`src/rtl/spfs_pkg.sv`:
```
package spfs_pkg;
   // Pad count and strap count
   localparam int NPAD = 26;
   localparam int NSTRAP = 3;
   localparam int NSYNC = 2;
   localparam int NFUNC = 26;

   // Pad positions
   localparam int PAD_RT1 = 0;
   localparam int PAD_RT2 = 1;
   localparam int PAD_TX0 = 2;
   localparam int PAD_RX0 = 3;
   localparam int PAD_SERIAL_CLOCK_PIN = 4;
   localparam int PAD_TX1 = 5;
   localparam int PAD_RX1 = 6;
   localparam int PAD_SCK1 = 7;
   localparam int PAD_PG5 = 8;
   localparam int PAD_PG6 = 9;
   localparam int PAD_TRG = 10;
   localparam int PAD_PWI = 11;
   localparam int PAD_WCTL = 12;
   localparam int PAD_FRCK = 13;
   localparam int PAD_CAP0 = 14;
   localparam int PAD_CAP1 = 15;
   localparam int PAD_PG0 = 16;
   localparam int PAD_PG4 = 17;
   localparam int PAD_PG7 = 18;
   localparam int PAD_WAVE = 19;
   localparam int PAD_IRQ0 = 25;
   localparam int NWAVE = 6;

   // Function select bit positions
   localparam int EN_RT1 = 0;
   localparam int EN_RT2 = 1;
   localparam int EN_TX0 = 2;
   localparam int EN_RX0 = 3;
   localparam int EN_SERIAL_CLOCK_PIN = 4;
   localparam int EN_TX1 = 5;
   localparam int EN_RX1 = 6;
   localparam int EN_SCK1 = 7;
   localparam int EN_PG5 = 8;
   localparam int EN_CANRX = 9;
   localparam int EN_IRQ6 = 10;
   localparam int EN_PG6 = 11;
   localparam int EN_CANTX = 12;
   localparam int EN_TRG = 13;
   localparam int EN_CAP2 = 14;
   localparam int EN_PWI = 15;
   localparam int EN_WCTL = 16;
   localparam int EN_FRCK = 17;
   localparam int EN_CAP0 = 18;
   localparam int EN_CAP1 = 19;
   localparam int EN_PG0 = 20;
   localparam int EN_PG4 = 21;
   localparam int EN_PG7 = 22;
   localparam int EN_IRQ7 = 23;
   localparam int EN_WAVE = 24;
   localparam int EN_IRQ0 = 25;

   // Register word indices (byte address is four times)
   localparam logic [5:0] IDX_PORT_DATA = 6'h00;
   localparam logic [5:0] IDX_PORT_DIR = 6'h01;
   localparam logic [5:0] IDX_FUNC_SEL = 6'h02;
   localparam logic [5:0] IDX_PIN_LEVEL = 6'h03;
   localparam logic [5:0] IDX_MODE = 6'h04;

   // Reset values
   localparam logic [NPAD-1:0] RST_PORT_DATA = 26'h0000000;
   localparam logic [NPAD-1:0] RST_PORT_DIR = 26'h0000000;
   localparam logic [NFUNC-1:0] RST_FUNC_SEL = 26'h0000000;

   // Idle levels fed to peripherals while their input is deselected
   localparam logic IDLE_HIGH = 1'b1;
   localparam logic IDLE_LOW = 1'b0;

   typedef enum logic [1:0] {
      SPFS_STRAP_WAIT,
      SPFS_STRAP_DONE
   } spfs_strap_t;
endpackage

```
`src/rtl/spfs_top.sv`:
```
// The Wishbone interface to the registers and the placing of the registers were left to the implementer.
`timescale 1ns/1ps
module spfs_top (
   // Clock and reset
   input wire logic i_clk_sys,
   input wire logic i_resetn,
   // Wishbone slave
   input wire logic i_wb_cyc,
   input wire logic i_wb_stb,
   input wire logic i_wb_we,
   input wire logic [31:0] i_wb_adr,
   input wire logic [3:0] i_wb_sel,
   input wire logic [31:0] i_wb_dat,
   output logic [31:0] o_wb_dat,
   output logic o_wb_ack,
   // Shared pads
   input wire logic [spfs_pkg::NPAD-1:0] i_pad,
   output logic [spfs_pkg::NPAD-1:0] o_pad,
   output logic [spfs_pkg::NPAD-1:0] o_pad_oe_n,
   // Dedicated pins
   input wire logic i_ext_reset_n,
   input wire logic [spfs_pkg::NSTRAP-1:0] i_mode_strap,
   output logic o_ext_reset_req,
   output logic [spfs_pkg::NSTRAP-1:0] o_mode,
   output logic o_mode_valid,
   // Peripheral outputs toward pads
   input wire logic [1:0] i_reload_timer_out,
   input wire logic [1:0] i_serial_tx,
   input wire logic [1:0] i_serial_clock_out,
   input wire logic i_pulse_gen0,
   input wire logic i_pulse_gen4,
   input wire logic i_pulse_gen5,
   input wire logic i_pulse_gen6,
   input wire logic i_pulse_gen7,
   input wire logic i_can_transmit_out,
   input wire logic [spfs_pkg::NWAVE-1:0] i_waveform_out,
   // Pad levels toward peripherals
   output logic [1:0] o_serial_rx,
   output logic [1:0] o_serial_clock_in,
   output logic o_can_receive_in,
   output logic o_converter_trigger_in,
   output logic [2:0] o_capture_trigger_in,
   output logic o_pulse_width_in,
   output logic o_waveform_control_in,
   output logic o_free_run_ext_clock,
   output logic [2:0] o_ext_irq_in
);
   localparam int NP = spfs_pkg::NPAD;

   logic [NP-1:0] port_data_reg;
   logic [NP-1:0] port_dir_reg;
   logic [spfs_pkg::NFUNC-1:0] func_reg;
   logic [NP-1:0] pad_sync;
   logic [spfs_pkg::NSTRAP:0] pin_sync;
   logic [1:0] strap_cnt_reg;
   spfs_pkg::spfs_strap_t strap_state_reg;
   logic [NP-1:0] fn_oe;
   logic [NP-1:0] fn_val;
   logic [NP-1:0] port_ok;
   logic req;
   logic [31:0] rd_next;
   logic [5:0] idx;

   // Pad inputs pass two flops before use
   spfs_sync #(.W(NP), .INIT('0)) u_pad_sync (
      .i_clk_sys(i_clk_sys),
      .i_resetn(i_resetn),
      .i_d(i_pad),
      .o_q(pad_sync)
   );

   // Reset pin and straps pass two flops before use
   spfs_sync #(.W(spfs_pkg::NSTRAP + 1), .INIT('1)) u_pin_sync (
      .i_clk_sys(i_clk_sys),
      .i_resetn(i_resetn),
      .i_d({i_ext_reset_n, i_mode_strap}),
      .o_q(pin_sync)
   );

   // Bus request decode
   assign req = i_wb_cyc && i_wb_stb && !o_wb_ack;
   assign idx = i_wb_adr[7:2];

   function automatic logic [NP-1:0] merge(input logic [NP-1:0] old,
                                           input logic [31:0] wd,
                                           input logic [3:0] sel);
      logic [31:0] tmp;
      tmp = {{(32 - NP){1'b0}}, old};
      for (int b = 0; b < 4; b++) begin
         if (sel[b]) begin
            tmp[b*8 +: 8] = wd[b*8 +: 8];
         end
      end
      return tmp[NP-1:0];
   endfunction

   // Port data register
   always_ff @(posedge i_clk_sys or negedge i_resetn) begin
      if (!i_resetn) begin
         port_data_reg <= spfs_pkg::RST_PORT_DATA;
      end else if (req && i_wb_we && idx == spfs_pkg::IDX_PORT_DATA) begin
         port_data_reg <= merge(port_data_reg, i_wb_dat, i_wb_sel);
      end
   end

   // Port direction register
   always_ff @(posedge i_clk_sys or negedge i_resetn) begin
      if (!i_resetn) begin
         port_dir_reg <= spfs_pkg::RST_PORT_DIR;
      end else if (req && i_wb_we && idx == spfs_pkg::IDX_PORT_DIR) begin
         port_dir_reg <= merge(port_dir_reg, i_wb_dat, i_wb_sel);
      end
   end

   // Function select register picks port or peripheral use
   always_ff @(posedge i_clk_sys or negedge i_resetn) begin
      if (!i_resetn) begin
         func_reg <= spfs_pkg::RST_FUNC_SEL;
      end else if (req && i_wb_we && idx == spfs_pkg::IDX_FUNC_SEL) begin
         func_reg <= merge(func_reg, i_wb_dat, i_wb_sel);
      end
   end

   // Read mux; unmapped words read zero
   always_comb begin
      rd_next = 32'h00000000;
      case (idx)
         spfs_pkg::IDX_PORT_DATA: rd_next[NP-1:0] = port_data_reg;
         spfs_pkg::IDX_PORT_DIR: rd_next[NP-1:0] = port_dir_reg;
         spfs_pkg::IDX_FUNC_SEL: rd_next[NP-1:0] = func_reg;
         spfs_pkg::IDX_PIN_LEVEL: rd_next[NP-1:0] = pad_sync;
         spfs_pkg::IDX_MODE: begin
            rd_next[spfs_pkg::NSTRAP-1:0] = o_mode;
            rd_next[spfs_pkg::NSTRAP] = o_mode_valid;
         end
         default: rd_next = 32'h00000000;
      endcase
   end

   // Bus answer one cycle after request
   always_ff @(posedge i_clk_sys or negedge i_resetn) begin
      if (!i_resetn) begin
         o_wb_ack <= 1'b0;
         o_wb_dat <= 32'h00000000;
      end else begin
         o_wb_ack <= req;
         if (req && !i_wb_we) begin
            o_wb_dat <= rd_next;
         end
      end
   end

   // Pad ownership and output value per function
   always_comb begin
      fn_oe = '0;
      fn_val = '0;
      port_ok = '1;
      fn_oe[spfs_pkg::PAD_RT1] = func_reg[spfs_pkg::EN_RT1];
      fn_val[spfs_pkg::PAD_RT1] = i_reload_timer_out[0];
      fn_oe[spfs_pkg::PAD_RT2] = func_reg[spfs_pkg::EN_RT2];
      fn_val[spfs_pkg::PAD_RT2] = i_reload_timer_out[1];
      fn_oe[spfs_pkg::PAD_TX0] = func_reg[spfs_pkg::EN_TX0];
      fn_val[spfs_pkg::PAD_TX0] = i_serial_tx[0];
      fn_oe[spfs_pkg::PAD_TX1] = func_reg[spfs_pkg::EN_TX1];
      fn_val[spfs_pkg::PAD_TX1] = i_serial_tx[1];
      fn_oe[spfs_pkg::PAD_SERIAL_CLOCK_PIN] = func_reg[spfs_pkg::EN_SERIAL_CLOCK_PIN];
      fn_val[spfs_pkg::PAD_SERIAL_CLOCK_PIN] = i_serial_clock_out[0];
      fn_oe[spfs_pkg::PAD_SCK1] = func_reg[spfs_pkg::EN_SCK1];
      fn_val[spfs_pkg::PAD_SCK1] = i_serial_clock_out[1];
      // CAN receive use blocks the port driver on this pad; interrupt 6 use does not
      fn_oe[spfs_pkg::PAD_PG5] = func_reg[spfs_pkg::EN_PG5];
      fn_val[spfs_pkg::PAD_PG5] = i_pulse_gen5;
      port_ok[spfs_pkg::PAD_PG5] = !func_reg[spfs_pkg::EN_PG5] &&
                                   !func_reg[spfs_pkg::EN_CANRX];
      // CAN transmit outranks pulse generator 6
      fn_oe[spfs_pkg::PAD_PG6] = func_reg[spfs_pkg::EN_CANTX] ||
                                 func_reg[spfs_pkg::EN_PG6];
      fn_val[spfs_pkg::PAD_PG6] = func_reg[spfs_pkg::EN_CANTX] ?
                                  i_can_transmit_out : i_pulse_gen6;
      port_ok[spfs_pkg::PAD_TRG] = !(func_reg[spfs_pkg::EN_TRG] &&
                                     func_reg[spfs_pkg::EN_CAP2]);
      fn_oe[spfs_pkg::PAD_PG0] = func_reg[spfs_pkg::EN_PG0];
      fn_val[spfs_pkg::PAD_PG0] = i_pulse_gen0;
      fn_oe[spfs_pkg::PAD_PG4] = func_reg[spfs_pkg::EN_PG4];
      fn_val[spfs_pkg::PAD_PG4] = i_pulse_gen4;
      fn_oe[spfs_pkg::PAD_PG7] = func_reg[spfs_pkg::EN_PG7];
      fn_val[spfs_pkg::PAD_PG7] = i_pulse_gen7;
      for (int w = 0; w < spfs_pkg::NWAVE; w++) begin
         fn_oe[spfs_pkg::PAD_WAVE + w] = func_reg[spfs_pkg::EN_WAVE];
         fn_val[spfs_pkg::PAD_WAVE + w] = i_waveform_out[w];
      end
   end

   // Pad drivers: peripheral first, port bit otherwise
   always_ff @(posedge i_clk_sys or negedge i_resetn) begin
      if (!i_resetn) begin
         o_pad <= '0;
         o_pad_oe_n <= '1;
      end else begin
         for (int p = 0; p < NP; p++) begin
            o_pad[p] <= fn_oe[p] ? fn_val[p] : port_data_reg[p];
            o_pad_oe_n[p] <= !(fn_oe[p] ||
                               (port_ok[p] && port_dir_reg[p]));
         end
      end
   end

   // Serial receive and clock input feeds
   always_ff @(posedge i_clk_sys or negedge i_resetn) begin
      if (!i_resetn) begin
         o_serial_rx <= {2{spfs_pkg::IDLE_HIGH}};
         o_serial_clock_in <= {2{spfs_pkg::IDLE_HIGH}};
      end else begin
         o_serial_rx[0] <= func_reg[spfs_pkg::EN_RX0] ?
                           pad_sync[spfs_pkg::PAD_RX0] :
                           spfs_pkg::IDLE_HIGH;
         o_serial_rx[1] <= func_reg[spfs_pkg::EN_RX1] ?
                           pad_sync[spfs_pkg::PAD_RX1] :
                           spfs_pkg::IDLE_HIGH;
         o_serial_clock_in[0] <= pad_sync[spfs_pkg::PAD_SERIAL_CLOCK_PIN];
         o_serial_clock_in[1] <= pad_sync[spfs_pkg::PAD_SCK1];
      end
   end

   // Shared receive, trigger and capture feeds
   always_ff @(posedge i_clk_sys or negedge i_resetn) begin
      if (!i_resetn) begin
         o_can_receive_in <= spfs_pkg::IDLE_HIGH;
         o_converter_trigger_in <= spfs_pkg::IDLE_LOW;
         o_capture_trigger_in <= '0;
      end else begin
         o_can_receive_in <= func_reg[spfs_pkg::EN_CANRX] ?
                             pad_sync[spfs_pkg::PAD_PG5] :
                             spfs_pkg::IDLE_HIGH;
         o_converter_trigger_in <= func_reg[spfs_pkg::EN_TRG] ?
                                   pad_sync[spfs_pkg::PAD_TRG] :
                                   spfs_pkg::IDLE_LOW;
         o_capture_trigger_in[2] <= func_reg[spfs_pkg::EN_CAP2] ?
                                    pad_sync[spfs_pkg::PAD_TRG] :
                                    spfs_pkg::IDLE_LOW;
         o_capture_trigger_in[0] <= func_reg[spfs_pkg::EN_CAP0] ?
                                    pad_sync[spfs_pkg::PAD_CAP0] :
                                    spfs_pkg::IDLE_LOW;
         o_capture_trigger_in[1] <= func_reg[spfs_pkg::EN_CAP1] ?
                                    pad_sync[spfs_pkg::PAD_CAP1] :
                                    spfs_pkg::IDLE_LOW;
      end
   end

   // Timer input feeds
   always_ff @(posedge i_clk_sys or negedge i_resetn) begin
      if (!i_resetn) begin
         o_pulse_width_in <= spfs_pkg::IDLE_LOW;
         o_waveform_control_in <= spfs_pkg::IDLE_LOW;
         o_free_run_ext_clock <= spfs_pkg::IDLE_LOW;
      end else begin
         o_pulse_width_in <= func_reg[spfs_pkg::EN_PWI] ?
                             pad_sync[spfs_pkg::PAD_PWI] :
                             spfs_pkg::IDLE_LOW;
         o_waveform_control_in <= func_reg[spfs_pkg::EN_WCTL] ?
                                  pad_sync[spfs_pkg::PAD_WCTL] :
                                  spfs_pkg::IDLE_LOW;
         o_free_run_ext_clock <= func_reg[spfs_pkg::EN_FRCK] ?
                                 pad_sync[spfs_pkg::PAD_FRCK] :
                                 spfs_pkg::IDLE_LOW;
      end
   end

   // External interrupt feeds
   always_ff @(posedge i_clk_sys or negedge i_resetn) begin
      if (!i_resetn) begin
         o_ext_irq_in <= '0;
      end else begin
         o_ext_irq_in[0] <= func_reg[spfs_pkg::EN_IRQ0] ?
                            pad_sync[spfs_pkg::PAD_IRQ0] :
                            spfs_pkg::IDLE_LOW;
         o_ext_irq_in[1] <= func_reg[spfs_pkg::EN_IRQ6] ?
                            pad_sync[spfs_pkg::PAD_PG5] :
                            spfs_pkg::IDLE_LOW;
         o_ext_irq_in[2] <= func_reg[spfs_pkg::EN_IRQ7] ?
                            pad_sync[spfs_pkg::PAD_PG7] :
                            spfs_pkg::IDLE_LOW;
      end
   end

   // Dedicated reset pin request
   always_ff @(posedge i_clk_sys or negedge i_resetn) begin
      if (!i_resetn) begin
         o_ext_reset_req <= 1'b1;
      end else begin
         o_ext_reset_req <= !pin_sync[spfs_pkg::NSTRAP];
      end
   end

   // Strap capture once the synchroniser has filled
   always_ff @(posedge i_clk_sys or negedge i_resetn) begin
      if (!i_resetn) begin
         strap_state_reg <= spfs_pkg::SPFS_STRAP_WAIT;
         strap_cnt_reg <= 2'h0;
         o_mode <= '0;
         o_mode_valid <= 1'b0;
      end else begin
         case (strap_state_reg)
            spfs_pkg::SPFS_STRAP_WAIT: begin
               if (strap_cnt_reg == 2'(spfs_pkg::NSYNC)) begin
                  o_mode <= pin_sync[spfs_pkg::NSTRAP-1:0];
                  o_mode_valid <= 1'b1;
                  strap_state_reg <= spfs_pkg::SPFS_STRAP_DONE;
               end else begin
                  strap_cnt_reg <= strap_cnt_reg + 2'h1;
               end
            end
            spfs_pkg::SPFS_STRAP_DONE: begin
               o_mode_valid <= 1'b1;
            end
            default: begin
               strap_state_reg <= spfs_pkg::SPFS_STRAP_WAIT;
            end
         endcase
      end
   end
endmodule

```
`src/rtl/spfs_sync.sv`:
```
`timescale 1ns/1ps
module spfs_sync #(
   parameter int W = 1,
   parameter logic [W-1:0] INIT = '0
) (
   // Clock and reset
   input wire logic i_clk_sys,
   input wire logic i_resetn,
   // Data
   input wire logic [W-1:0] i_d,
   output logic [W-1:0] o_q
);
   logic [W-1:0] meta_reg;

   // Two-flop synchroniser; first stage feeds only the second
   always_ff @(posedge i_clk_sys or negedge i_resetn) begin
      if (!i_resetn) begin
         meta_reg <= INIT;
         o_q <= INIT;
      end else begin
         meta_reg <= i_d;
         o_q <= meta_reg;
      end
   end
endmodule

```
`config.mk`:
```
export PLATFORM = sky130hd
export DESIGN_NAME = spfs_top
export DESIGN_NICKNAME = d
export VERILOG_FILES = /design/src/rtl/spfs_pkg.sv /design/src/rtl/spfs_top.sv /design/src/rtl/spfs_sync.sv
export SDC_FILE = /design/constraint.sdc
export NUM_CORES = 1
export LEC_CHECK = 0
export ABC_AREA = 1
export BUFFER_PORTS_ARGS = -buffer_cell sky130_fd_sc_hd__buf_2
export CORE_UTILIZATION = 35
export CTS_BUF_LIST = sky130_fd_sc_hd__clkbuf_4 sky130_fd_sc_hd__clkbuf_8 sky130_fd_sc_hd__clkbuf_16
export DETAILED_ROUTE_END_ITERATION = 12
export HOLD_SLACK_MARGIN = 0.03
export SLEW_MARGIN = 20
export SYNTH_ARGS = -nofsm -noshare
export SYNTH_HDL_FRONTEND = slang
export SYNTH_SLANG_ARGS = --single-unit
```
`constraint.sdc`:
```
create_clock -name i_clk_sys -period 2.1 [get_ports i_clk_sys]
set_input_delay 0.21 -clock i_clk_sys [delete_from_list [all_inputs] [get_ports i_clk_sys]]
set_output_delay 0.21 -clock i_clk_sys [all_outputs]
set_load 0.05 [all_outputs]
```
==> summary.txt, run 1 <==
Global routing
  – First-pass GRT wire length: between 30 and 40 mm
  – Vias in the first global route: a little over 7k
  – Gr usage total: 18.0%
  – Initial antenna violation count: 2
  – Remaining global-route overflow: 0
  – Largest net degree at the start of global routing: 60

STA
  – Hold Vio Cnt, Final: 0
  – Setup-failing EPs final: 0
  – Clk_skew: slightly below 9 ps
  – Hold_ws: a little over 90 ps
  – Setup TNS: 0 ps
  – Min Tclk post-route: between 1500 and 2000 ps
  – FMAX: around 0.52 GHz
  – Rel. slew slack: about three fifths
  – Crit share post-route: between 90 and 100%
  – RSZ-0062 raised after global routing: false
  – Slew @ Worst Pin: 628 ps
  – Slew Limit Fails: 0

Setup path
  – Critical path launch point type: input port
  – R2r setup slk: approximately 330 ps
  – Crit-path cells: dlygate4sd3_1, buf_2, nand2_1, dlygate4sd3_1, nor2_1, nand2_1, buf_4, nor2_1, a21oi_1
  – Worst reg2reg endpoint: port_dir_reg[15]$_DFFE_PN0P_
  – Worst EP arrival: 2330 ps
  – Critical Path End: o_wb_dat[2]$_DFFE_PN0P_
  – Type of the worst setup path: in -> reg
  – Reg2Reg Launch Point: o_wb_ack$_DFF_PN0_
  – Slowest cell on the critical path: dlygate4sd3_1
  – CP Capture Type: register
  – FF-to-FF path depth: 4
  – Worst path required time: between 2000 and 2500 ps
  – Critical path fanouts, max: 14
  – Critical path's largest stage delay: around 570 ps
  – Critical Path Source: i_wb_stb

Clock tree
  – Worst skew pair latency: approximately 520 ps
  – Worst-path clk slew: 60 ps
  – Post-CTS sizing: 0
  – Clk sinks: 240
  – CTS Hold Bufs: 77
  – Bufs on Longest Clock Path: 3
  – H-tree depth: 1
  – Num CTS Buffers: 26
  – Post-CTS Setup Bufs: 0
  – CTS tree: built
  – Clock root buffer master: clkbuf_16

Min path
  – Hold Path Origin: i_wb_sel[3]
  – Min-delay worst type: in -> reg

Power
  – Leak: 6.10 nW
  – Max rail drop VDD: 0.588 mV
  – Cell Pwr Density: ~870 mW/mm²

Status
  – Outcome: finished clean

Drt
  – DRC marker count from the first detailed-route iteration: 421
  – Final WL: 23.5 mm
  – Drt pass-1 iters: 5
  – DRC viols: 0
  – Via count: ~7.0k
  – Avg WL per Cell: between 10 and 15 µm
  – Routed Antenna Nets: 0
  – Vias per inst: approximately 4.4

Logic synthesis
  – Yosys warns: 0
  – Register area share after synthesis: between 60% and 70%
  – Yosys reg bits: 240
  – Synth unique cells: 32
  – Synthesized area: between 0.009 and 0.01 mm²
  – Cell count after synthesis: 946
  – Post-Syn Area per Cell: roughly 9.7 µm²

Cells and area
  – Commonest cells after routing, fill and taps aside: 208 x nand2_1, 200 x dfrtp_1, 186 x buf_2
  – Nets: 1352
  – Area Overhead vs Synth: 33.2%
  – Layout cells sized above 1: 26.1%
  – Commonest non-fill, non-tap cell in the layout: nand2_1

Die
  – I/O Pins: 226
  – # rows: 58
  – Chip height: between 150 and 200 µm
  – Core footprint: between 0.02 and 0.03 mm²
  – Initial Util: 36.1%
  – Die span in x: around 160 µm
  – Die area: 0.0268 mm²

Placed design
  – DP Wirelength: 15.7 mm
  – Placer congestion estimate: 0.834
  – PortBufs: between 150 and 200

Flow run
  – Max-cap violations: 0
## cells by family after synthesis
family / Yosys count / share of synthesized area (%)
AND/OR/NAND/NOR: 419 / 19.3
adder cells (fa/ha/maj): 1 / 0.137
other: 1 / 0.0409
AO/OA/AOI/OAI: 102 / 5.85
multiplexers: 3 / 0.369
XOR/XNOR: 1 / 0.0957
flip-flops: 240 / 66.1
buffers and inverters: 179 / 8.07
## layout make-up
| class | count | area [µm²] |
|---|---|---|
| clock inverters | 5 | 75.1 |
| clock buffers | 42 | 826 |
| diodes | 2 | 5.00 |
| repair buffers | 282 | 1890 |
| fillers | 2407 | 13200 |
| flip-flops and latches | 240 | 6060 |
| well taps | 330 | 413 |
| multi-input cells | 532 | 2380 |
| inverters | 148 | 556 |
## worst max-delay path: cells and delay by family
kind	cells	cell delay (ps)
buf+inv	4	1440
simple gates	4	600
compound gates	1	90
## power by group
| part | internal [mW] | switching, mW |
|---|---|---|
| Combinational | 0.300 | 0.663 |
| Clock | 2.92 | 1.79 |
| Sequential | 4.83 | 0.0890 |
## through the flow
stage | cell area (µm²) | cells | setup slack [ps] | total power, mW | util, %
floorplan | 9180 | 951 | 304 | 5.48 | -
global placement | 10500 | 1455 | 335 | 5.85 | 41.4
detailed placement | 10500 | 1455 | 257 | 5.86 | 41.4
CTS | 12200 | 1579 | 243 | 10.7 | 48.0
global route | 12200 | 1580 | 116 | 11.0 | 48.0
finish | 12200 | 1581 | 161 | 10.6 | 48.0
## cell usage after synthesis (all sizes together)
library cell / instances / area (µm²)
nor2: 177 / 731
clkbuf: 11 / 41.3
nor3: 1 / 16.3
dfrtp: 200 / 5000
or2: 1 / 6.26
dfstp: 40 / 1050
a21oi: 5 / 25.0
ha: 1 / 12.5
clkinv: 1 / 3.75
nand4: 12 / 75.1
nand2: 210 / 793
inv: 147 / 552
mux2: 3 / 33.8
buf: 20 / 143
o21ai: 96 / 503
nand2b: 1 / 13.8
o211ai: 1 / 7.51
conb: 1 / 3.75
xor2: 1 / 8.76
nand3: 17 / 133
## worst min-delay path by stage
stage | to | depth (start not counted)
floorplan | func_reg[0]$_DFFE_PN0P_ | 0
global placement | strap_cnt_reg[0]$_DFFE_PN0P_ | 1
detailed placement | o_ext_irq_in[0]$_DFF_PN0_ | 1
CTS | port_data_reg[25]$_DFFE_PN0P_ | 5
global route | port_dir_reg[24]$_DFFE_PN0P_ | 3
finish | port_dir_reg[24]$_DFFE_PN0P_ | 3
## per-layer routing
layer / vias up / track usage (%) / routed length [µm]
li1: 3418 / - / -
met2: 194 / 29.9 / 11100
met5: - / 0 / 0
met4: 0 / 4.71 / 432
met3: 35 / 3.41 / 1370
met1: 3304 / 24.1 / 10600
Note: power is estimated with default switching activity, not from simulation.
==> run 2, diff against run 1 <==
CELL_PAD_IN_SITES_DETAIL_PLACEMENT = 1   (was default)
CELL_PAD_IN_SITES_GLOBAL_PLACEMENT = 1   (was default)
PLACE_DENSITY_LB_ADDON = 0.1   (was default)
==> run 2 against run 1 <==
Compared with the run above:
- die area unchanged
- total power up 3.8%
- hold slack worse by 48 ps
- critical path depth down 4
- maximum frequency up 18%
- largest power group is now clock
- highest routed layer unchanged
==> summary.txt, run 2 (same netlist as run 1, synthesis figures left out) <==
Status
  – Outcome: finished clean

Placed design
  – Placer congestion estimate: roughly 0.77
  – Pre-CTS setup slack: approximately 430 ps
  – PortBufs: 187
  – DP Wirelength: between 15 and 20 mm

Cells and area
  – Nets: 1352
  – Fillers: just under 3k
  – Finished Core Util: approximately half
  – Area Overhead vs Synth: 34.0%
  – Layout cells sized above 1: a little over a quarter
  – Commonest cells after routing, fill and taps aside: 208 x nand2_1, 200 x dfrtp_1, 186 x buf_2
  – Area of the multi-input gates: between 0.002 and 0.0025 mm²
  – Register area: 0.00606 mm²
  – Commonest non-fill, non-tap cell in the layout: nand2_1

Setup path
  – Crit-path cells: nor3_4, buf_4, nand3_2, nand2_1, o21ai_0
  – Reg2Reg Launch Point: o_wb_ack$_DFF_PN0_
  – Worst path required time: around 2500 ps
  – CP Buf/Inv Count: 1
  – Critical path launch point type: register
  – Critical Path Source: o_wb_ack$_DFF_PN0_
  – Largest delay contributor family on the critical path: simple AND/OR/NAND/NOR gates
  – Critical path's largest stage delay: 410 ps
  – Critical path fanouts, max: 16
  – CP Capture Type: register
  – Slowest cell on the critical path: dfrtp_1
  – Type of the worst setup path: reg -> reg
  – Worst EP arrival: just over 2000 ps

Drt
  – Vias per inst: roughly 4.5
  – Via count: around 7.1k
  – Drt pass-1 iters: 5
  – Avg WL per Cell: ~16 µm
  – Final WL: 25.1 mm
  – DRC marker count from the first detailed-route iteration: between 300 and 400
  – DRC viols: 0
  – Routed Antenna Nets: 0

STA
  – Hold_ws: approximately 43 ps
  – Min Tclk post-route: 1650 ps
  – Setup-failing EPs final: 0
  – Hold Vio Cnt, Final: 0
  – Slew Limit Fails: 0
  – Crit share post-route: about 79%
  – Clk_skew: 11.7 ps
  – Setup TNS: 0 ps
  – FMAX: between 0.6 and 0.7 GHz
  – RSZ-0062 raised after global routing: false
  – Worst setup margin: approximately 450 ps

Power
  – Int Pwr: ~8.4 mW
  – Comb power frac: about 8.8%
  – Max rail drop VDD: ~0.63 mV
  – Cell Pwr Density: 896 mW/mm²
  – Sw Ratio: 23.8%
  – Switching pwr: approximately 2.6 mW
  – Reg power frac: between 40% and 50%
  – Clock power share: ~47%
  – Leak: roughly 6.1 nW
  – Total power draw: between 10 and 15 mW

Global routing
  – Remaining global-route overflow: 0
  – Initial antenna violation count: 1
  – First-pass GRT wire length: 40.2 mm
  – Vias in the first global route: about 7.4k
  – Gr usage total: between 10% and 20%
  – Largest net degree at the start of global routing: 56

Clock tree
  – Bufs on Longest Clock Path: 3
  – H-tree depth: 1
  – Clock root buffer master: clkbuf_16
  – Clk sinks: between 200 and 250
  – Worst-path clk slew: 60 ps
  – Worst skew pair latency: 530 ps
  – CTS tree: built
  – Num CTS Buffers: 27

Die
  – Chip height: 164 µm
  – Initial Util: between 30% and 40%
  – I/O Pins: 226
  – Core footprint: ~0.025 mm²
  – # rows: 58
  – Die span in x: ~160 µm
  – Die area: between 0.02 and 0.03 mm²

Min path
  – Min-delay worst type: in -> reg
  – Hold Path Origin: i_pulse_gen6

Flow run
  – Max-cap violations: 0
==> run 2: per-layer routing <==
metal	vias to the layer above	routed length (µm)	global-route usage [%]
li1	3418	-	-
met1	3463	11500	26.3
met2	153	12000	32.9
met3	26	1160	3.36
met4	0	385	3.75
met5	-	0	0
==> run 2: power groups by stage <==
stage / sequential, mW / combinational (mW) / clock, mW
3_3_place_gp: 5.00 / 0.864 / 0
6_report: 4.92 / 0.973 / 5.11
5_1_grt: 4.94 / 1.06 / 5.42
3_5_place_dp: 5.00 / 0.876 / 0
4_1_cts: 4.92 / 0.987 / 5.23
2_1_floorplan: 5.28 / 0.204 / 0
==> run 2: worst min-delay path, cell delays in order <==
cell,delay [ps]
buf_2,100
nand3_1,70
o211ai_1,130
==> run 2: worst paths after layout <==
kind / to / slack, ps / cells past startpoint
max in group asynchronous: o_pad_oe_n[8]$_DFF_PN1_ / 1180 / 3
setup reg to reg: port_dir_reg[10]$_DFFE_PN0P_ / 450 / 5
min in group asynchronous: strap_state_reg[0]$_DFFE_PN0P_ / 210 / 2
hold / removal: o_pad[9]$_DFF_PN0_ / 40 / 3
setup / recovery: port_dir_reg[10]$_DFFE_PN0P_ / 450 / 5
hold reg to reg: u_pad_sync.o_q[10]$_DFF_PN0_ / 350 / 0
==> run 2: through the flow <==
stage	std cells	instance area, µm²
detailed placement	1457	10600
global placement	1457	10600
finish	1581	12300
global route	1580	12300
floorplan	951	9180
CTS	1580	12300
==> run 2: what timing repair did <==
item                      in CTS  in global routing
hold endpoints to repair     176                  0
gates resized for setup        0                  0
setup buffers                  0                  0
hold buffers                  74                  0
==> run 2: final cells by class <==
type	instances	area share [%]
flip-flops and latches	240	49.3
clock inverters	9	1.39
clock buffers	40	6.55
multi-input cells	532	19.4
diodes	1	0.0204
inverters	148	4.53
well taps	330	3.36
repair buffers	281	15.4
==> run 3, diff against run 2 <==
clock period = 1.35 ns   (was 2.1 ns; I/O delays follow)
==> run 3 against run 2 <==
Compared with the run above:
- largest power group is now sequential cells
- the run now ends with setup timing left
- highest routed layer unchanged
- non-clock buffer count is 26 higher
- clock-buffer cell count is 6 higher
- critical path depth is 1 higher
- sequential power is 56% higher
- die area stayed put
- combinational power is 71% higher
- via count is 2.0% higher
==> summary.txt, run 3 (same netlist as run 1, synthesis figures left out) <==
Drt
  – Via count: around 7.2k
  – Vias per inst: between 4 and 5
  – Routed Antenna Nets: 0
  – Avg WL per Cell: roughly 16 µm
  – Highest metal used: met4
  – Sum of routed wire segments on met1: roughly 11 mm
  – WL met2: 13.5 mm
  – DRC marker count from the first detailed-route iteration: 416
  – Met3 routed WL: ~1.2 mm
  – Final WL: between 20 and 30 mm
  – DRC viols: 0
  – Drt pass-1 iters: 4

Status
  – Outcome: finished with violations
  – Failing checks: setup timing

Setup path
  – Type of the worst setup path: reg -> reg
  – FF-to-FF path depth: 6
  – CP Capture Type: register
  – R2r setup slk: -90 ps
  – Critical path launch point type: register
  – Critical path fanouts, max: 16
  – Worst reg2reg endpoint: port_dir_reg[21]$_DFFE_PN0P_
  – Worst EP arrival: 1840 ps
  – Reg2Reg Launch Point: o_wb_ack$_DFF_PN0_
  – Worst path required time: around 1800 ps

Clock tree
  – Bufs on Longest Clock Path: 3
  – CTS tree: built
  – Worst skew pair latency: 520 ps
  – Worst-path clk slew: 60 ps
  – H-tree depth: 1
  – Num CTS Buffers: 26
  – Clock root buffer master: clkbuf_16
  – Clk sinks: 240

Min path
  – Hold Path Origin: i_wb_sel[2]
  – Min-delay worst type: in -> reg
  – Worst hold stages: 3
  – WHS Endpoint: func_reg[20]$_DFFE_PN0P_

Power
  – Switching pwr: 4.02 mW
  – Sw Ratio: 24.1%
  – Comb power frac: 9.9%
  – Cell Pwr Density: between 1000 and 1500 mW/mm²
  – Reg power frac: about 46%
  – Leak: between 6 and 7 nW
  – Int Pwr: approximately 13 mW
  – Clock power share: between 40% and 50%
  – Max rail drop VDD: 0.777 mV

Global routing
  – Gr usage total: about a fifth
  – Largest net degree at the start of global routing: 43
  – Vias in the first global route: 7876
  – First-pass GRT wire length: around 42 mm
  – Initial antenna violation count: 0
  – Remaining global-route overflow: 0

Cells and area
  – Fin cells: 1609
  – Inserted Diodes: 0
  – Commonest non-fill, non-tap cell in the layout: nand2_1
  – Commonest cells after routing, fill and taps aside: 201 x nand2_1, 199 x dfrtp_1, 167 x nor2_1
  – Finished Core Util: roughly half
  – Nets: ~1.4k
  – Area Overhead vs Synth: 42.0%
  – Layout cells sized above 1: a little under 30%

STA
  – Clk_skew: roughly 6.5 ps
  – Worst setup margin: -92.2 ps
  – Hold_ws: around 40 ps
  – Min Tclk post-route: 1440 ps
  – Setup TNS: -3000 ps
  – Crit share post-route: 107%
  – RSZ-0062 raised after global routing: true
  – Slew Limit Fails: 0
  – Hold Vio Cnt, Final: 0
  – Setup-failing EPs final: 73
  – FMAX: around 0.7 GHz

Die
  – I/O Pins: 226
  – Initial Util: 36.1%
  – Chip height: 164 µm
  – # rows: 58
  – Core footprint: approximately 0.025 mm²
  – Die span in x: 164 µm
  – Die area: approximately 0.027 mm²

Placed design
  – DP Cell Count: between 1k and 1.5k
  – PortBufs: approximately 190
  – Placer congestion estimate: 0.802
  – DP Wirelength: 17.6 mm
  – Pre-CTS setup slack: -117 ps

Flow run
  – Max-cap violations: 0
## run 3: cell types whose count changed in the layout (fill, tap and decap cells not counted), moves of 11 or more
cell and change:
buf_12 +11, buf_2 -39, buf_4 +11, buf_8 +31
o21ai_0 -31, o21ai_1 +28
## run 3: metrics by stage
| step | instance area, µm² | power [mW] |
|---|---|---|
| floorplan | 9220 | 8.53 |
| global placement | 10800 | 9.16 |
| detailed placement | 10800 | 9.19 |
| CTS | 12900 | 17.0 |
| global route | 13000 | 17.4 |
| finish | 13000 | 16.7 |
## run 3: how the worst max path moves through the flow
stage                  startpoint  cells after the start                            end
6_report       o_wb_ack$_DFF_PN0_                      6   port_dir_reg[21]$_DFFE_PN0P_
5_1_grt        o_wb_ack$_DFF_PN0_                      6   port_data_reg[3]$_DFFE_PN0P_
3_3_place_gp          i_wb_adr[5]                      6   port_data_reg[9]$_DFFE_PN0P_
4_1_cts        o_wb_ack$_DFF_PN0_                      6   port_dir_reg[21]$_DFFE_PN0P_
3_5_place_dp          i_wb_adr[5]                      7  port_data_reg[10]$_DFFE_PN0P_
2_1_floorplan  o_wb_ack$_DFF_PN0_                      5   port_data_reg[0]$_DFFE_PN0P_
## run 3: metal layers
metal,global-route usage [%],vias to the layer above
met2,36.2,167
met5,0,-
li1,-,3485
met4,4.38,0
met1,26.4,3515
met3,2.85,37
## run 3: power by group through the flow
stage | Clock, mW | Sequential [mW] | Combinational (mW)
CTS | 7.61 | 7.68 | 1.66
global route | 7.89 | 7.70 | 1.79
finish | 7.40 | 7.68 | 1.66
global placement | 0 | 7.78 | 1.39
detailed placement | 0 | 7.78 | 1.40
floorplan | 0 | 8.21 | 0.321
## run 3: layout make-up
class,count,area (µm²)
Fill cell,2862,12400
Multi-Input combinational cell,536,2480
Timing Repair Buffer,307,2580
Tap cell,330,413
Inverter,148,557
Clock buffer,46,887
Clock inverter,2,35.0
Sequential cell,240,6060
## run 3: worst max-delay path: stages, from the launching register on
cell and delay, ps:
dfrtp_2 430, nor3_4 270, buf_4 220, nand3_2 100, buf_12 160, nand2_1 60
o21ai_1 70
## run 3: repair_timing
action                                  4_1_cts  5_1_grt
hold endpoints to repair                    336        0
cloned                                        3        1
hold buffers                                 78        0
endpoints found under the setup margin      114      115
resized for setup                           105       21
pin swaps                                    10        9
setup buffers                                 4        3
